<file path="config.mk">
export PLATFORM = sky130hd
export DESIGN_NAME = power_ldo_address_settings
export DESIGN_NICKNAME = d
export VERILOG_FILES = /design/src/settings_pkg.sv /design/src/scan_pacer.sv /design/src/power_ldo_address_settings.sv
export SDC_FILE = /design/constraint.sdc
export NUM_CORES = 1
export LEC_CHECK = 0
export BUFFER_PORTS_ARGS = -buffer_cell sky130_fd_sc_hd__buf_2
export CAP_MARGIN = 20
export CORE_ASPECT_RATIO = 1.1
export CORE_MARGIN = 2
export CORE_UTILIZATION = 51
export DETAILED_ROUTE_END_ITERATION = 8
export GPL_TIMING_DRIVEN = 0
export PLACE_DENSITY = 0.79
export SLEW_MARGIN = 20
export SYNTH_ARGS = -nofsm -noshare
export SYNTH_HDL_FRONTEND = slang
export SYNTH_SLANG_ARGS = --single-unit
</file>
<file path="constraint.sdc">
create_clock -name clk_sys -period 2.9 [get_ports clk_sys]
set_input_delay 0.58 -clock clk_sys [delete_from_list [all_inputs] [get_ports clk_sys]]
set_output_delay 0.58 -clock clk_sys [all_outputs]
set_load 0.03 [all_outputs]
</file>
<file path="src/settings_pkg.sv">
// Shared constants, types and helpers for the power, LDO and address bank
package settings_pkg;
  // -------------------------------------------------------------
  // Register map and widths
  // -------------------------------------------------------------
  localparam int ADDR_W = 3;
  localparam logic [2:0] OFS_POWER = 3'h0;
  localparam logic [2:0] OFS_LDO = 3'h1;
  localparam logic [2:0] OFS_ADDR = 3'h2;
  localparam logic [2:0] OFS_STATUS = 3'h3;
  // -------------------------------------------------------------
  // Reset values and writable masks
  // -------------------------------------------------------------
  localparam logic [7:0] RST_POWER = 8'h01;
  localparam logic [7:0] RST_LDO = 8'h08;
  localparam logic [7:0] RST_ADDR = 8'h08;
  localparam logic [7:0] LDO_WMASK = 8'h0f;
  localparam logic [7:0] ADDR_WMASK = 8'h7f;
  localparam logic [6:0] ADDR_ZERO_SUB = 7'h08;
  // -------------------------------------------------------------
  // Counts
  // -------------------------------------------------------------
  localparam int SLOT_CYCLES = 16;
  localparam int NUM_CELLS = 5;
  // -------------------------------------------------------------
  // Types
  // -------------------------------------------------------------
  typedef enum logic [0:0] {PACE_RUN = 1'b0, PACE_FILL = 1'b1} pace_state_t;
  typedef struct packed {
    logic [1:0] normal_pace;
    logic [1:0] balancing_scan_pace;
    logic die_hot_shutdown_select;
    logic slow_osc_watchdog_shutdown_select;
    logic deep_sleep_osc_keep;
    logic sleep_allow_default;
  } power_cfg_t;
  typedef struct packed {
    logic [3:0] rsvd;
    logic enable_default;
    logic [2:0] ldo_level_field;
  } ldo_cfg_t;
  typedef struct packed {
    logic [ADDR_W-1:0] addr;
    logic [7:0] wdata;
    logic wr;
    logic rd;
  } reg_req_t;
  typedef struct packed {
    logic valid;
    logic enable;
    logic [2:0] level;
  } ldo_cmd_t;
  // -------------------------------------------------------------
  // Helpers
  // -------------------------------------------------------------
  // Filler slots after each loop: full, half, quarter, eighth speed
  function automatic logic [2:0] pace_fillers(input logic [1:0] code);
    case (code)
      2'h0: pace_fillers = 3'h0;
      2'h1: pace_fillers = 3'h1;
      2'h2: pace_fillers = 3'h3;
      default: pace_fillers = 3'h7;
    endcase
  endfunction
  // LDO level code to output voltage in millivolts
  function automatic logic [15:0] ldo_mv(input logic [2:0] lvl);
    case (lvl)
      3'h4: ldo_mv = 16'h09c4;
      3'h5: ldo_mv = 16'h0bb8;
      3'h6: ldo_mv = 16'h0ce4;
      3'h7: ldo_mv = 16'h1388;
      default: ldo_mv = 16'h0708;
    endcase
  endfunction
  // Stored zero maps to the substitute target address
  function automatic logic [6:0] eff_addr(input logic [6:0] f);
    eff_addr = (f == 7'h00) ? ADDR_ZERO_SUB : f;
  endfunction
endpackage

</file>
<file path="src/scan_pacer.sv">
// Scan loop pacer that inserts filler slots after each scan loop
`timescale 1ns/1ns
module scan_pacer
  import settings_pkg::*;
(
  input wire logic clk_sys, // System clock
  input wire logic rst_sync_n, // Synchronised reset, active low
  input wire logic slot_tick, // One-cycle slot enable
  input wire logic loop_done, // Voltage and temperature loop ended
  input wire logic balancing_active, // Cell balancing running
  input wire logic [1:0] normal_pace, // Pace while not balancing
  input wire logic [1:0] balancing_scan_pace, // Pace while balancing
  output logic scan_go, // Next scan loop may start
  output logic current_only_slot, // Current-only slot pulse
  output logic idle_slot // Idle slot pulse
);
  import settings_pkg::*;

  pace_state_t state; // Pacer state
  logic [2:0] fill_left; // Filler slots still owed
  logic fill_bal; // Fillers belong to balancing mode
  wire logic [1:0] sel_pace; // Pace field in force
  wire logic [2:0] fillers; // Fillers for this loop

  // -------------------------------------------------------------
  // Pace selection
  // -------------------------------------------------------------
  assign sel_pace = balancing_active ? balancing_scan_pace
                                     : normal_pace;
  assign fillers = pace_fillers(sel_pace);
  assign scan_go = (state == PACE_RUN);

  // Load fillers at loop end, spend one per slot tick
  always_ff @(posedge clk_sys or negedge rst_sync_n) begin
    if (!rst_sync_n) begin
      state <= PACE_RUN;
      fill_left <= 3'h0;
      fill_bal <= 1'b0;
      current_only_slot <= 1'b0;
      idle_slot <= 1'b0;
    end else begin
      current_only_slot <= 1'b0;
      idle_slot <= 1'b0;
      case (state)
        PACE_RUN: begin
          if (loop_done && fillers != 3'h0) begin
            fill_left <= fillers;
            fill_bal <= balancing_active;
            state <= PACE_FILL;
          end
        end
        PACE_FILL: begin
          if (slot_tick) begin
            current_only_slot <= !fill_bal;
            idle_slot <= fill_bal;
            fill_left <= fill_left - 3'h1;
            if (fill_left == 3'h1) begin
              state <= PACE_RUN;
            end
          end
        end
        default: state <= PACE_RUN;
      endcase
    end
  end
endmodule

</file>
<file path="src/power_ldo_address_settings.sv">
// Power, LDO and target address settings bank with its selected behaviour
`timescale 1ns/1ns
module power_ldo_address_settings
  import settings_pkg::*;
#(
  parameter int CELLS = NUM_CELLS, // Number of balanced cells
  parameter int SLOT_DIV = SLOT_CYCLES // Clock cycles per scan slot
)
(
  input wire logic clk_sys, // System clock, 125 MHz
  input wire logic rst_n, // Asynchronous reset, active low
  input settings_pkg::reg_req_t bus_req, // Register access request
  output logic [7:0] rdata, // Read data, cycle after read
  input wire logic config_edit_mode, // Settings-edit mode level
  input wire logic sleep_allow_cmd, // Sleep-allow subcommand pulse
  input wire logic sleep_forbid_cmd, // Sleep-forbid subcommand pulse
  input settings_pkg::ldo_cmd_t ldo_cmd, // LDO control command
  input wire logic die_hot_fault, // Die over-temperature fault
  input wire logic slow_osc_wd_fault, // Slow oscillator watchdog fault
  input wire logic deepest_low_power_mode, // Deepest low-power mode
  input wire logic balancing_active, // Cell balancing running
  input wire logic [CELLS-1:0] balance_request, // Cells to balance
  input wire logic [CELLS-1:0] measuring_cell, // Cells being measured
  input wire logic loop_done, // Scan loop finished pulse
  output logic scan_go, // Next scan loop may start
  output logic current_only_slot, // Current-only slot pulse
  output logic idle_slot, // Idle slot pulse
  output logic [CELLS-1:0] cell_balance_on, // Balance switches
  output logic shutdown_req, // Shutdown request, sticky
  output logic slow_osc_run, // Slow oscillator enable
  output logic sleep_allow_flag, // Sleep-allow status flag
  output logic aux_ldo_enable, // Auxiliary LDO enable
  output logic [2:0] ldo_level, // Auxiliary LDO level code
  output logic [15:0] ldo_millivolts, // Auxiliary LDO voltage in mV
  output logic [6:0] target_address // Serial bus target address
);
  import settings_pkg::*;

  // -------------------------------------------------------------
  // Reset release
  // -------------------------------------------------------------
  logic rst_meta_n; // First synchroniser stage
  logic rst_sync_n; // Synchronised reset used by the design

  // Release the reset through two flops
  always_ff @(posedge clk_sys or negedge rst_n) begin
    if (!rst_n) begin
      rst_meta_n <= 1'b0;
      rst_sync_n <= 1'b0;
    end else begin
      rst_meta_n <= 1'b1;
      rst_sync_n <= rst_meta_n;
    end
  end

  // -------------------------------------------------------------
  // Settings registers
  // -------------------------------------------------------------
  power_cfg_t pwr; // Power mode settings byte
  ldo_cfg_t ldo; // LDO output settings byte
  logic [7:0] addr_reg; // Target address byte
  wire logic wr_pwr; // Write to power settings
  wire logic wr_ldo; // Write to LDO settings
  wire logic wr_addr; // Write to address settings
  wire logic rd_hit; // Read of a mapped offset
  wire logic [7:0] status_byte; // Live state view
  wire logic [7:0] rd_mux; // Selected read value

  // Address decode
  assign wr_pwr = bus_req.wr && (bus_req.addr == OFS_POWER);
  assign wr_ldo = bus_req.wr && (bus_req.addr == OFS_LDO);
  assign wr_addr = bus_req.wr && (bus_req.addr == OFS_ADDR);
  assign rd_hit = (bus_req.addr <= OFS_STATUS);

  // Status view of the live state
  assign status_byte = {config_edit_mode, shutdown_req, slow_osc_run,
                        sleep_allow_flag, aux_ldo_enable, ldo_level};

  // Read selection; unmapped offsets read zero
  assign rd_mux = (bus_req.addr == OFS_POWER) ? pwr :
                  (bus_req.addr == OFS_LDO) ? ldo :
                  (bus_req.addr == OFS_ADDR) ? addr_reg :
                  rd_hit ? status_byte : 8'h00;

  // Settings storage; reserved bits stay zero
  always_ff @(posedge clk_sys or negedge rst_sync_n) begin
    if (!rst_sync_n) begin
      pwr <= RST_POWER;
      ldo <= RST_LDO;
      addr_reg <= RST_ADDR;
    end else begin
      if (wr_pwr) begin
        pwr <= bus_req.wdata;
      end
      if (wr_ldo) begin
        ldo <= bus_req.wdata & LDO_WMASK;
      end
      if (wr_addr) begin
        addr_reg <= bus_req.wdata & ADDR_WMASK;
      end
    end
  end

  // Read data stands for the one cycle after the strobe
  always_ff @(posedge clk_sys or negedge rst_sync_n) begin
    if (!rst_sync_n) begin
      rdata <= 8'h00;
    end else begin
      rdata <= bus_req.rd ? rd_mux : 8'h00;
    end
  end

  // -------------------------------------------------------------
  // Sleep-allow flag
  // -------------------------------------------------------------
  logic init_pending; // High in the first cycle after release
  logic next_sleep; // Next sleep-allow flag value

  // Default copy at initialization, subcommands afterwards
  always_comb begin
    next_sleep = sleep_allow_flag;
    if (init_pending) begin
      next_sleep = pwr.sleep_allow_default;
    end else if (sleep_allow_cmd) begin
      next_sleep = 1'b1;
    end else if (sleep_forbid_cmd) begin
      next_sleep = 1'b0;
    end
  end

  // Flag and initialization marker
  always_ff @(posedge clk_sys or negedge rst_sync_n) begin
    if (!rst_sync_n) begin
      init_pending <= 1'b1;
      sleep_allow_flag <= 1'b0;
    end else begin
      init_pending <= 1'b0;
      sleep_allow_flag <= next_sleep;
    end
  end

  // -------------------------------------------------------------
  // Auxiliary LDO
  // -------------------------------------------------------------
  logic edit_q; // Edit mode seen last cycle
  wire logic edit_exit; // Falling edge of edit mode
  logic next_ldo_en; // Next LDO enable
  logic [2:0] next_ldo_lvl; // Next LDO level

  assign edit_exit = edit_q && !config_edit_mode;

  // A command in the exit cycle wins, being the newer intent
  always_comb begin
    next_ldo_en = aux_ldo_enable;
    next_ldo_lvl = ldo_level;
    if (ldo_cmd.valid) begin
      next_ldo_en = ldo_cmd.enable;
      next_ldo_lvl = ldo_cmd.level;
    end else if (edit_exit) begin
      next_ldo_en = ldo.enable_default;
      next_ldo_lvl = ldo.ldo_level_field;
    end
  end

  // Live LDO state and its voltage
  always_ff @(posedge clk_sys or negedge rst_sync_n) begin
    if (!rst_sync_n) begin
      edit_q <= 1'b0;
      aux_ldo_enable <= 1'b0;
      ldo_level <= 3'h0;
      ldo_millivolts <= 16'h0708;
    end else begin
      edit_q <= config_edit_mode;
      aux_ldo_enable <= next_ldo_en;
      ldo_level <= next_ldo_lvl;
      ldo_millivolts <= ldo_mv(next_ldo_lvl);
    end
  end

  // -------------------------------------------------------------
  // Shutdown, oscillator, address, balancing
  // -------------------------------------------------------------
  wire logic hot_trip; // Die fault selected for shutdown
  wire logic wd_trip; // Watchdog fault selected for shutdown

  assign hot_trip = die_hot_fault && pwr.die_hot_shutdown_select;
  assign wd_trip = slow_osc_wd_fault
                   && pwr.slow_osc_watchdog_shutdown_select;

  // Shutdown holds until reset; oscillator and address follow settings
  always_ff @(posedge clk_sys or negedge rst_sync_n) begin
    if (!rst_sync_n) begin
      shutdown_req <= 1'b0;
      slow_osc_run <= 1'b1;
      target_address <= ADDR_ZERO_SUB;
      cell_balance_on <= '0;
    end else begin
      shutdown_req <= shutdown_req || hot_trip || wd_trip;
      slow_osc_run <= !deepest_low_power_mode
                      || pwr.deep_sleep_osc_keep;
      target_address <= eff_addr(addr_reg[6:0]);
      cell_balance_on <= balance_request & ~measuring_cell;
    end
  end

  // -------------------------------------------------------------
  // Scan pacing
  // -------------------------------------------------------------
  localparam int DIV_W = $clog2(SLOT_DIV);
  logic [DIV_W-1:0] div_cnt; // Slot divider
  wire logic slot_tick; // One-cycle slot enable

  assign slot_tick = (div_cnt == DIV_W'(SLOT_DIV - 1));

  // Slot rate divider
  always_ff @(posedge clk_sys or negedge rst_sync_n) begin
    if (!rst_sync_n) begin
      div_cnt <= '0;
    end else begin
      div_cnt <= slot_tick ? '0 : div_cnt + 1'b1;
    end
  end

  // Pacer for both scan modes
  scan_pacer u_pacer (
    .clk_sys(clk_sys),
    .rst_sync_n(rst_sync_n),
    .slot_tick(slot_tick),
    .loop_done(loop_done),
    .balancing_active(balancing_active),
    .normal_pace(pwr.normal_pace),
    .balancing_scan_pace(pwr.balancing_scan_pace),
    .scan_go(scan_go),
    .current_only_slot(current_only_slot),
    .idle_slot(idle_slot)
  );
endmodule

</file>
==> results of run 1 <==
[placed cells by master, fill, tap and decap left out, types with 2 or more instances in the layout]
cell type	n
nor2b_1	11
buf_2	79
a21oi_1	5
mux4_2	4
clkbuf_8	10
o211a_1	2
buf_4	7
a21o_1	2
ha_1	3
and3_1	2
nand2_1	12
nor2_1	15
clkbuf_1	8
conb_1	7
o221ai_1	2
nand2b_1	6
nor3_1	2
dfstp_2	9
inv_1	10
clkinv_2	2
nand3_1	5
a31oi_1	3
dfrtp_1	60
bufinv_16	2
nand4bb_1	2
mux2i_1	6
o21ai_0	6
mux2_2	21
buf_6	2
[cells in the mapped netlist (2+ instances only)]
library cell   n  share of area, %
nand3_1        5              0.87
nand2_1       12               1.6
o21ai_0        6               1.0
nor2_1        15               2.0
mux2i_1        6               2.1
a21o_1         2              0.52
nand4bb_1      2              0.78
mux4_2         4               3.1
o221ai_1       2              0.61
dfrtp_1       61                53
and3_1         2              0.43
nand2b_1       6               1.3
dfstp_2        9               8.2
nor2b_1       11               2.4
a31oi_1        3              0.65
nor3_1         2              0.35
a21oi_1        5              0.87
buf_2          2              0.35
clkbuf_1       6              0.78
conb_1         2              0.26
o211a_1        2              0.69
inv_1         10               1.3
buf_6          2              0.78
mux2_2        21               8.2
buf_4          7               1.8
ha_1           3               1.3
[logic make-up (layout without fill, tap and decap cells)]
logic type / Yosys count / in the layout / share of synthesized area, %
DFF: 70 / 70 / 61.07
buffers and inverters: 27 / 122 / 5.028
and+or+nand+nor: 62 / 62 / 12.79
AOI/OAI and AO/OA: 24 / 24 / 5.549
muxes: 31 / 31 / 13.39
adders and majority gates: 3 / 3 / 1.301
other: 2 / 7 / 0.2602
xor gates and xnor gates: 2 / 2 / 0.6070
[area by class of cell]
class,count,area share [%]
Tap cell,75,2.577
Buffer,17,2.955
Multi-Input combinational cell,129,27.39
Clock inverter,4,1.924
Clock buffer,12,3.986
Timing Repair Buffer,79,11.62
Sequential cell,70,48.52
Inverter,10,1.031
[power by group through the flow]
stage	Sequential, uW	Combinational (uW)	Clock (uW)
after floorplan	1400	281	0
after global placement	1280	560	0
after detailed placement	1280	588	0
after CTS	1260	593	857
after global routing	1280	640	902
final	1260	585	841
[metal layers]
layer	GRT usage [%]	vias up	wire [um]
li1	-	934	-
met1	26.18	927	2398
met2	28.46	59	2512
met3	7.282	6	281
met4	6.220	0	54
met5	0	-	0
[through the flow]
| step | setup WS [ps] | hold slack (ps) |
|---|---|---|
| 6_report | 1181 | 230.6 |
| 5_1_grt | 1112 | 252.7 |
| 4_1_cts | 1167 | 6.558 |
| 3_5_place_dp | 969.1 | 232.7 |
| 3_3_place_gp | 147.0 | 335.2 |
| 2_1_floorplan | 822.1 | 284.4 |
[what timing repair did]
item                                   in CTS  in global routing
hold buffers                                0                  1
setup buffers                               0                  0
setup endpoints to repair                   0                  0
endpoints found under the hold margin       0                  2
[how the worst min path moves through the flow]
| stage | from | slack (ps) | endpoint | depth (start not counted) |
|---|---|---|---|---|
| after global routing | rst_sync_n | 250 | cell_balance_on[0] | 0 |
| after floorplan | rst_n | 280 | rst_meta_n | 0 |
| after global placement | rst_meta_n | 340 | rst_sync_n | 0 |
| final | rst_sync_n | 230 | target_address[4] | 0 |
| after detailed placement | rst_sync_n | 230 | cell_balance_on[0] | 0 |
| after CTS | rst_n | 7 | rst_sync_n | 1 |
[critical path, delay by kind of cell, from the launching register on]
family   cells  cell delay (ps)
flops        1              510
buf+inv      2              300
==> run_results.csv, run 1 <==
group,metric,value,unit
clocking,cts_resized,0,
layout,diodes,0,
critical_path,crit_chain,"inv_1 > buf_2",
routing,dr.pass1.iters,4,
routing,wire_per_inst,13.25,um
power,p_total,2684,uW
grt,grt_max_degree,46,
grt,grt_pass1_wl,9039,um
power,p_seq_share,46.9,%
layout,reg_top3,"ldo_millivolts x9, pwr x8, rdata x8",
critical_path,cp.arrival,1140,ps
grt,globalRouteOverflowTotal,0,
floorplanning,initial_utilization,53.16,%
critical_path,cp_max_fo,8,
timing,hold_violations,0,
critical_path,worstSetupStartpointType,"register",
clocking,cts-root-buf,"clkbuf_8",
critical_path,critical_path.startpoint,"u_pacer.state",
routing,drc,0,
floorplanning,die_y,82.91,um
critical_path,worstReg2RegEnd,"u_pacer.fill_left[1]",
floorplanning,fp.coreArea,5430,um2
critical_path,reg2reg_from,"div_cnt[0]",
critical_path,required,2320,ps
placed_design,hpwl,3920,um
layout,multiInputGateArea,997.2,um2
yosys,avgSynthCellArea,13.06,um2
yosys,async_flop_share,100.0,%
layout,stdcell_area,3641,um2
power,pwr_density_cell,737.2,nW/um2
clocking,cts_sinks,70,
placed_design,place_area,3416,um2
routing,wl,5247,um
timing,drv_slew,0,
grt,grt_usage,19.23,%
layout,largest_reg_flops,9,
flow_run,maxCapViolCount,0,
routing,antenna_violating_nets_post_route,0,
routing,vias,1926,
status,status,"finished clean",
grt,grt_pass1_vias,1928,
timing,rsz0062_at_grt,"no",
yosys,ys.flop_type,"dfrtp_1",
critical_path,critPathSlowestCell,"dfrtp_1",
timing,finalCriticalPeriod,1719,ps
power,ir_drop,0.0005475,V
layout,fillers,422,
routing,via_per_inst,4.864,
critical_path,worstSetupPathType,"reg2out",
clocking,cts_buffer_depth,2,
layout,post_route_cells_drive_above_1_share,44.24,%
layout,fin_util,67.05,%
critical_path,reg2reg_depth,5,
yosys,netlist_area,2887,um2
timing,max_freq,581.8,MHz
clocking,clk_pin_slew,70,ps
layout,syn2layout_area_growth,26.14,%
timing,period_share,59.27,%
yosys,ys_seq_area_share,61.07,%
yosys,synth_seq_cells,70,
clocking,tritoncts,"yes",
power,combinationalPowerShare,21.8,%
clocking,clk_latency,330,ps
clocking,cts_inserted_buffers,9,
timing,fin_skew,9.198,ps
yosys,ys_types,39,
floorplanning,die_w,75.73,um
placed_design,portBuffers,77,
placed_design,dp.cells,379,
layout,regMostFlops,"ldo_millivolts",
power,leakagePower,0.001816,uW
clocking,htree_levels,3,
power,p_int,1901,uW
floorplanning,rows,28,
timing,tns,0,ps
critical_path,reg2reg_slack,1360,ps
layout,nets,357,
layout,register_area,1767,um2
power,power_switching,782.8,uW
yosys,yosys_warnings,0,
critical_path,cpPeakStageDelay,510,ps
floorplanning,io_pins,84,
routing,dr.first_iter.drc_count,102,
floorplanning,dieArea,6278,um2
yosys,synth_edf_count,0,
power,p_sw_share,29.16,%
power,p_clk_share,31.3,%
grt,antenna_found_initial,0,
critical_path,cp-end-kind,"primary output",
critical_path,crit_end,"scan_go",
placed_design,gp_congestion,0.7530,
min_path,hp-class,"reg2async",
yosys,syn_inst,221,
layout,instances_no_fill,396,
timing,finalSetupViolCount,0,
Note: power is estimated with default switching activity, not from simulation.
==> inputs of run 2 (changes only) <==
- clock period: 2.9 -> 1.69 ns (I/O delays scaled with it)
==> run 2 against run 1 <==
  * Critical endpoint is now u_pacer.fill_left[1]
  * Setup slack worse by 1000 ps
  * Largest power group unchanged
  * Die area stayed put
  * Sequential power is 71% higher
==> run_results.csv, run 2 (synthesized netlist as in run 1, its figures left out) <==
group,metric,value,unit
critical_path,reg2reg_from,"div_cnt[0]",
layout,regMostFlops,"ldo_millivolts",
power,p_total,4380,uW
grt,grt_pass1_wl,8887,um
power,p_int,3051,uW
grt,grt_pass1_vias,1848,
critical_path,worstSetupPathType,"reg2reg",
routing,vias,1920,
clocking,cts_buffer_depth,2,
layout,largest_reg_flops,9,
status,status,"finished clean",
flow_run,maxCapViolCount,0,
power,power_switching,1328,uW
timing,fin_skew,4.859,ps
critical_path,reg2reg_depth,5,
clocking,clk_latency,330,ps
critical_path,required,1880,ps
power,p_sw_share,30.33,%
grt,grt_max_degree,47,
floorplanning,initial_utilization,53.16,%
grt,globalRouteOverflowTotal,0,
timing,finalSetupViolCount,0,
grt,antenna_found_initial,0,
power,combinationalPowerShare,23.0,%
power,p_clk_share,27.6,%
min_path,whs_path_depth,2,
routing,drc,0,
layout,stdcell_area,3598,um2
floorplanning,io_pins,84,
layout,mostFrequentLayoutCells,"buf_2 (79), dfrtp_1 (60), mux2_2 (21), nor2_1 (15)",
critical_path,cp.arrival,1740,ps
routing,dr.pass1.iters,4,
clocking,tritoncts,"yes",
routing,via_per_inst,4.848,
clocking,clk_pin_slew,70,ps
layout,reg_top3,"ldo_millivolts x9, pwr x8, rdata x8",
min_path,hold_end,"cell_balance_on[0]",
floorplanning,die_y,82.91,um
clocking,cts_inserted_buffers,9,
placed_design,hpwl,4012,um
timing,max_freq,645.8,MHz
critical_path,worstSetupStartpointType,"register",
min_path,hp-class,"in2reg",
routing,dr.first_iter.drc_count,89,
critical_path,cp-end-kind,"register",
layout,diodes,0,
layout,post_route_cells_drive_above_1_share,43.61,%
layout,fillers,417,
placed_design,place_area,3408,um2
routing,antenna_violating_nets_post_route,0,
layout,fin_util,66.27,%
power,ir_drop,0.0007140,V
power,p_seq_share,49.4,%
timing,rsz0062_at_grt,"no",
timing,finalCriticalPeriod,1549,ps
floorplanning,die_w,75.73,um
layout,syn2layout_area_growth,24.66,%
routing,wl,5430,um
grt,grt_usage,18.87,%
clocking,htree_levels,3,
critical_path,reg2reg_slack,140,ps
clocking,cts-root-buf,"clkbuf_8",
critical_path,worstReg2RegEnd,"u_pacer.fill_left[1]",
timing,period_share,91.63,%
timing,drv_slew,0,
power,leakagePower,0.001793,uW
layout,final_common_cell,"buf_2",
floorplanning,rows,28,
timing,hold_violations,0,
routing,wire_per_inst,13.71,um
placed_design,gp_congestion,0.7677,
min_path,min_from,"measuring_cell[0]",
timing,fin_hold_ws,146.3,ps
power,pwr_density_cell,1217,nW/um2
placed_design,portBuffers,77,
clocking,cts_sinks,70,
layout,nets,357,
floorplanning,dieArea,6278,um2
floorplanning,fp.coreArea,5430,um2
critical_path,cp_max_fo,5,
run 2: cell types whose count changed in the layout (fill, tap and decap cells not counted):
cell       before  now
clkbuf_1        8   10
clkbuf_8       10   12
bufinv_16       2    0
buf_12          0    1
buf_16          1    0
clkinv_2        2    0
run 2: timing repair:
item / 4_1_cts / 5_1_grt
gates resized for setup: 0 / 0
buffers inserted: 0 / 0
endpoints found under the hold margin: 2 / 0
hold buffers: 1 / 0
run 2: worst max path at each step:
| stage | from | to | slack (ps) | cells after the start |
|---|---|---|---|---|
| after floorplan | bus_req[10] | pwr[1] | 290 | 4 |
| after global placement | bus_req[12] | addr_reg[4] | 20 | 4 |
| after detailed placement | bus_req[12] | addr_reg[0] | -3 | 4 |
| after CTS | div_cnt[0] | u_pacer.fill_left[1] | 130 | 5 |
| after global routing | div_cnt[0] | u_pacer.fill_left[1] | 30 | 5 |
| final | div_cnt[0] | u_pacer.fill_left[1] | 140 | 5 |
run 2: worst max-delay path: stages (launching register included):
cell      delay, ps
dfrtp_1         420
ha_1            250
and3_1          240
and2_1          210
o221ai_1        180
o31ai_1         110
run 2: per-layer routing:
metal,global-route usage (%),share of wire (%),vias up
li1,-,-,929
met1,26.47,45,918
met2,28.14,49,62
met3,3.762,4.3,11
met4,8.612,2.2,0
met5,0,0,-
run 2: metrics by stage:
step	TNS, ps	instances	setup slack (ps)
detailed placement	-2.528	379	-2.528
global placement	0	378	18.25
finish	0	396	141.5
floorplan	0	226	290.6
CTS	0	396	131.8
global route	0	396	30.44
run 2: layout make-up:
| cell class | count | area [um2] | area share [%] |
|---|---|---|---|
| flip-flops and latches | 70 | 1767 | 49.10 |
| well taps | 75 | 93.84 | 2.608 |
| repair buffers | 79 | 415.4 | 11.54 |
| multi-input cells | 129 | 997.2 | 27.71 |
| plain buffers | 17 | 107.6 | 2.990 |
| inverters | 10 | 37.54 | 1.043 |
| clock buffers | 16 | 180.2 | 5.007 |
run 2: power groups by stage:
stage / combinational, uW / clock [uW] / sequential, uW
4_1_cts: 1020 / 1240 / 2170
3_5_place_dp: 1010 / 0 / 2190
3_3_place_gp: 962 / 0 / 2200
6_report: 1010 / 1210 / 2160
2_1_floorplan: 482 / 0 / 2410
5_1_grt: 1090 / 1310 / 2200
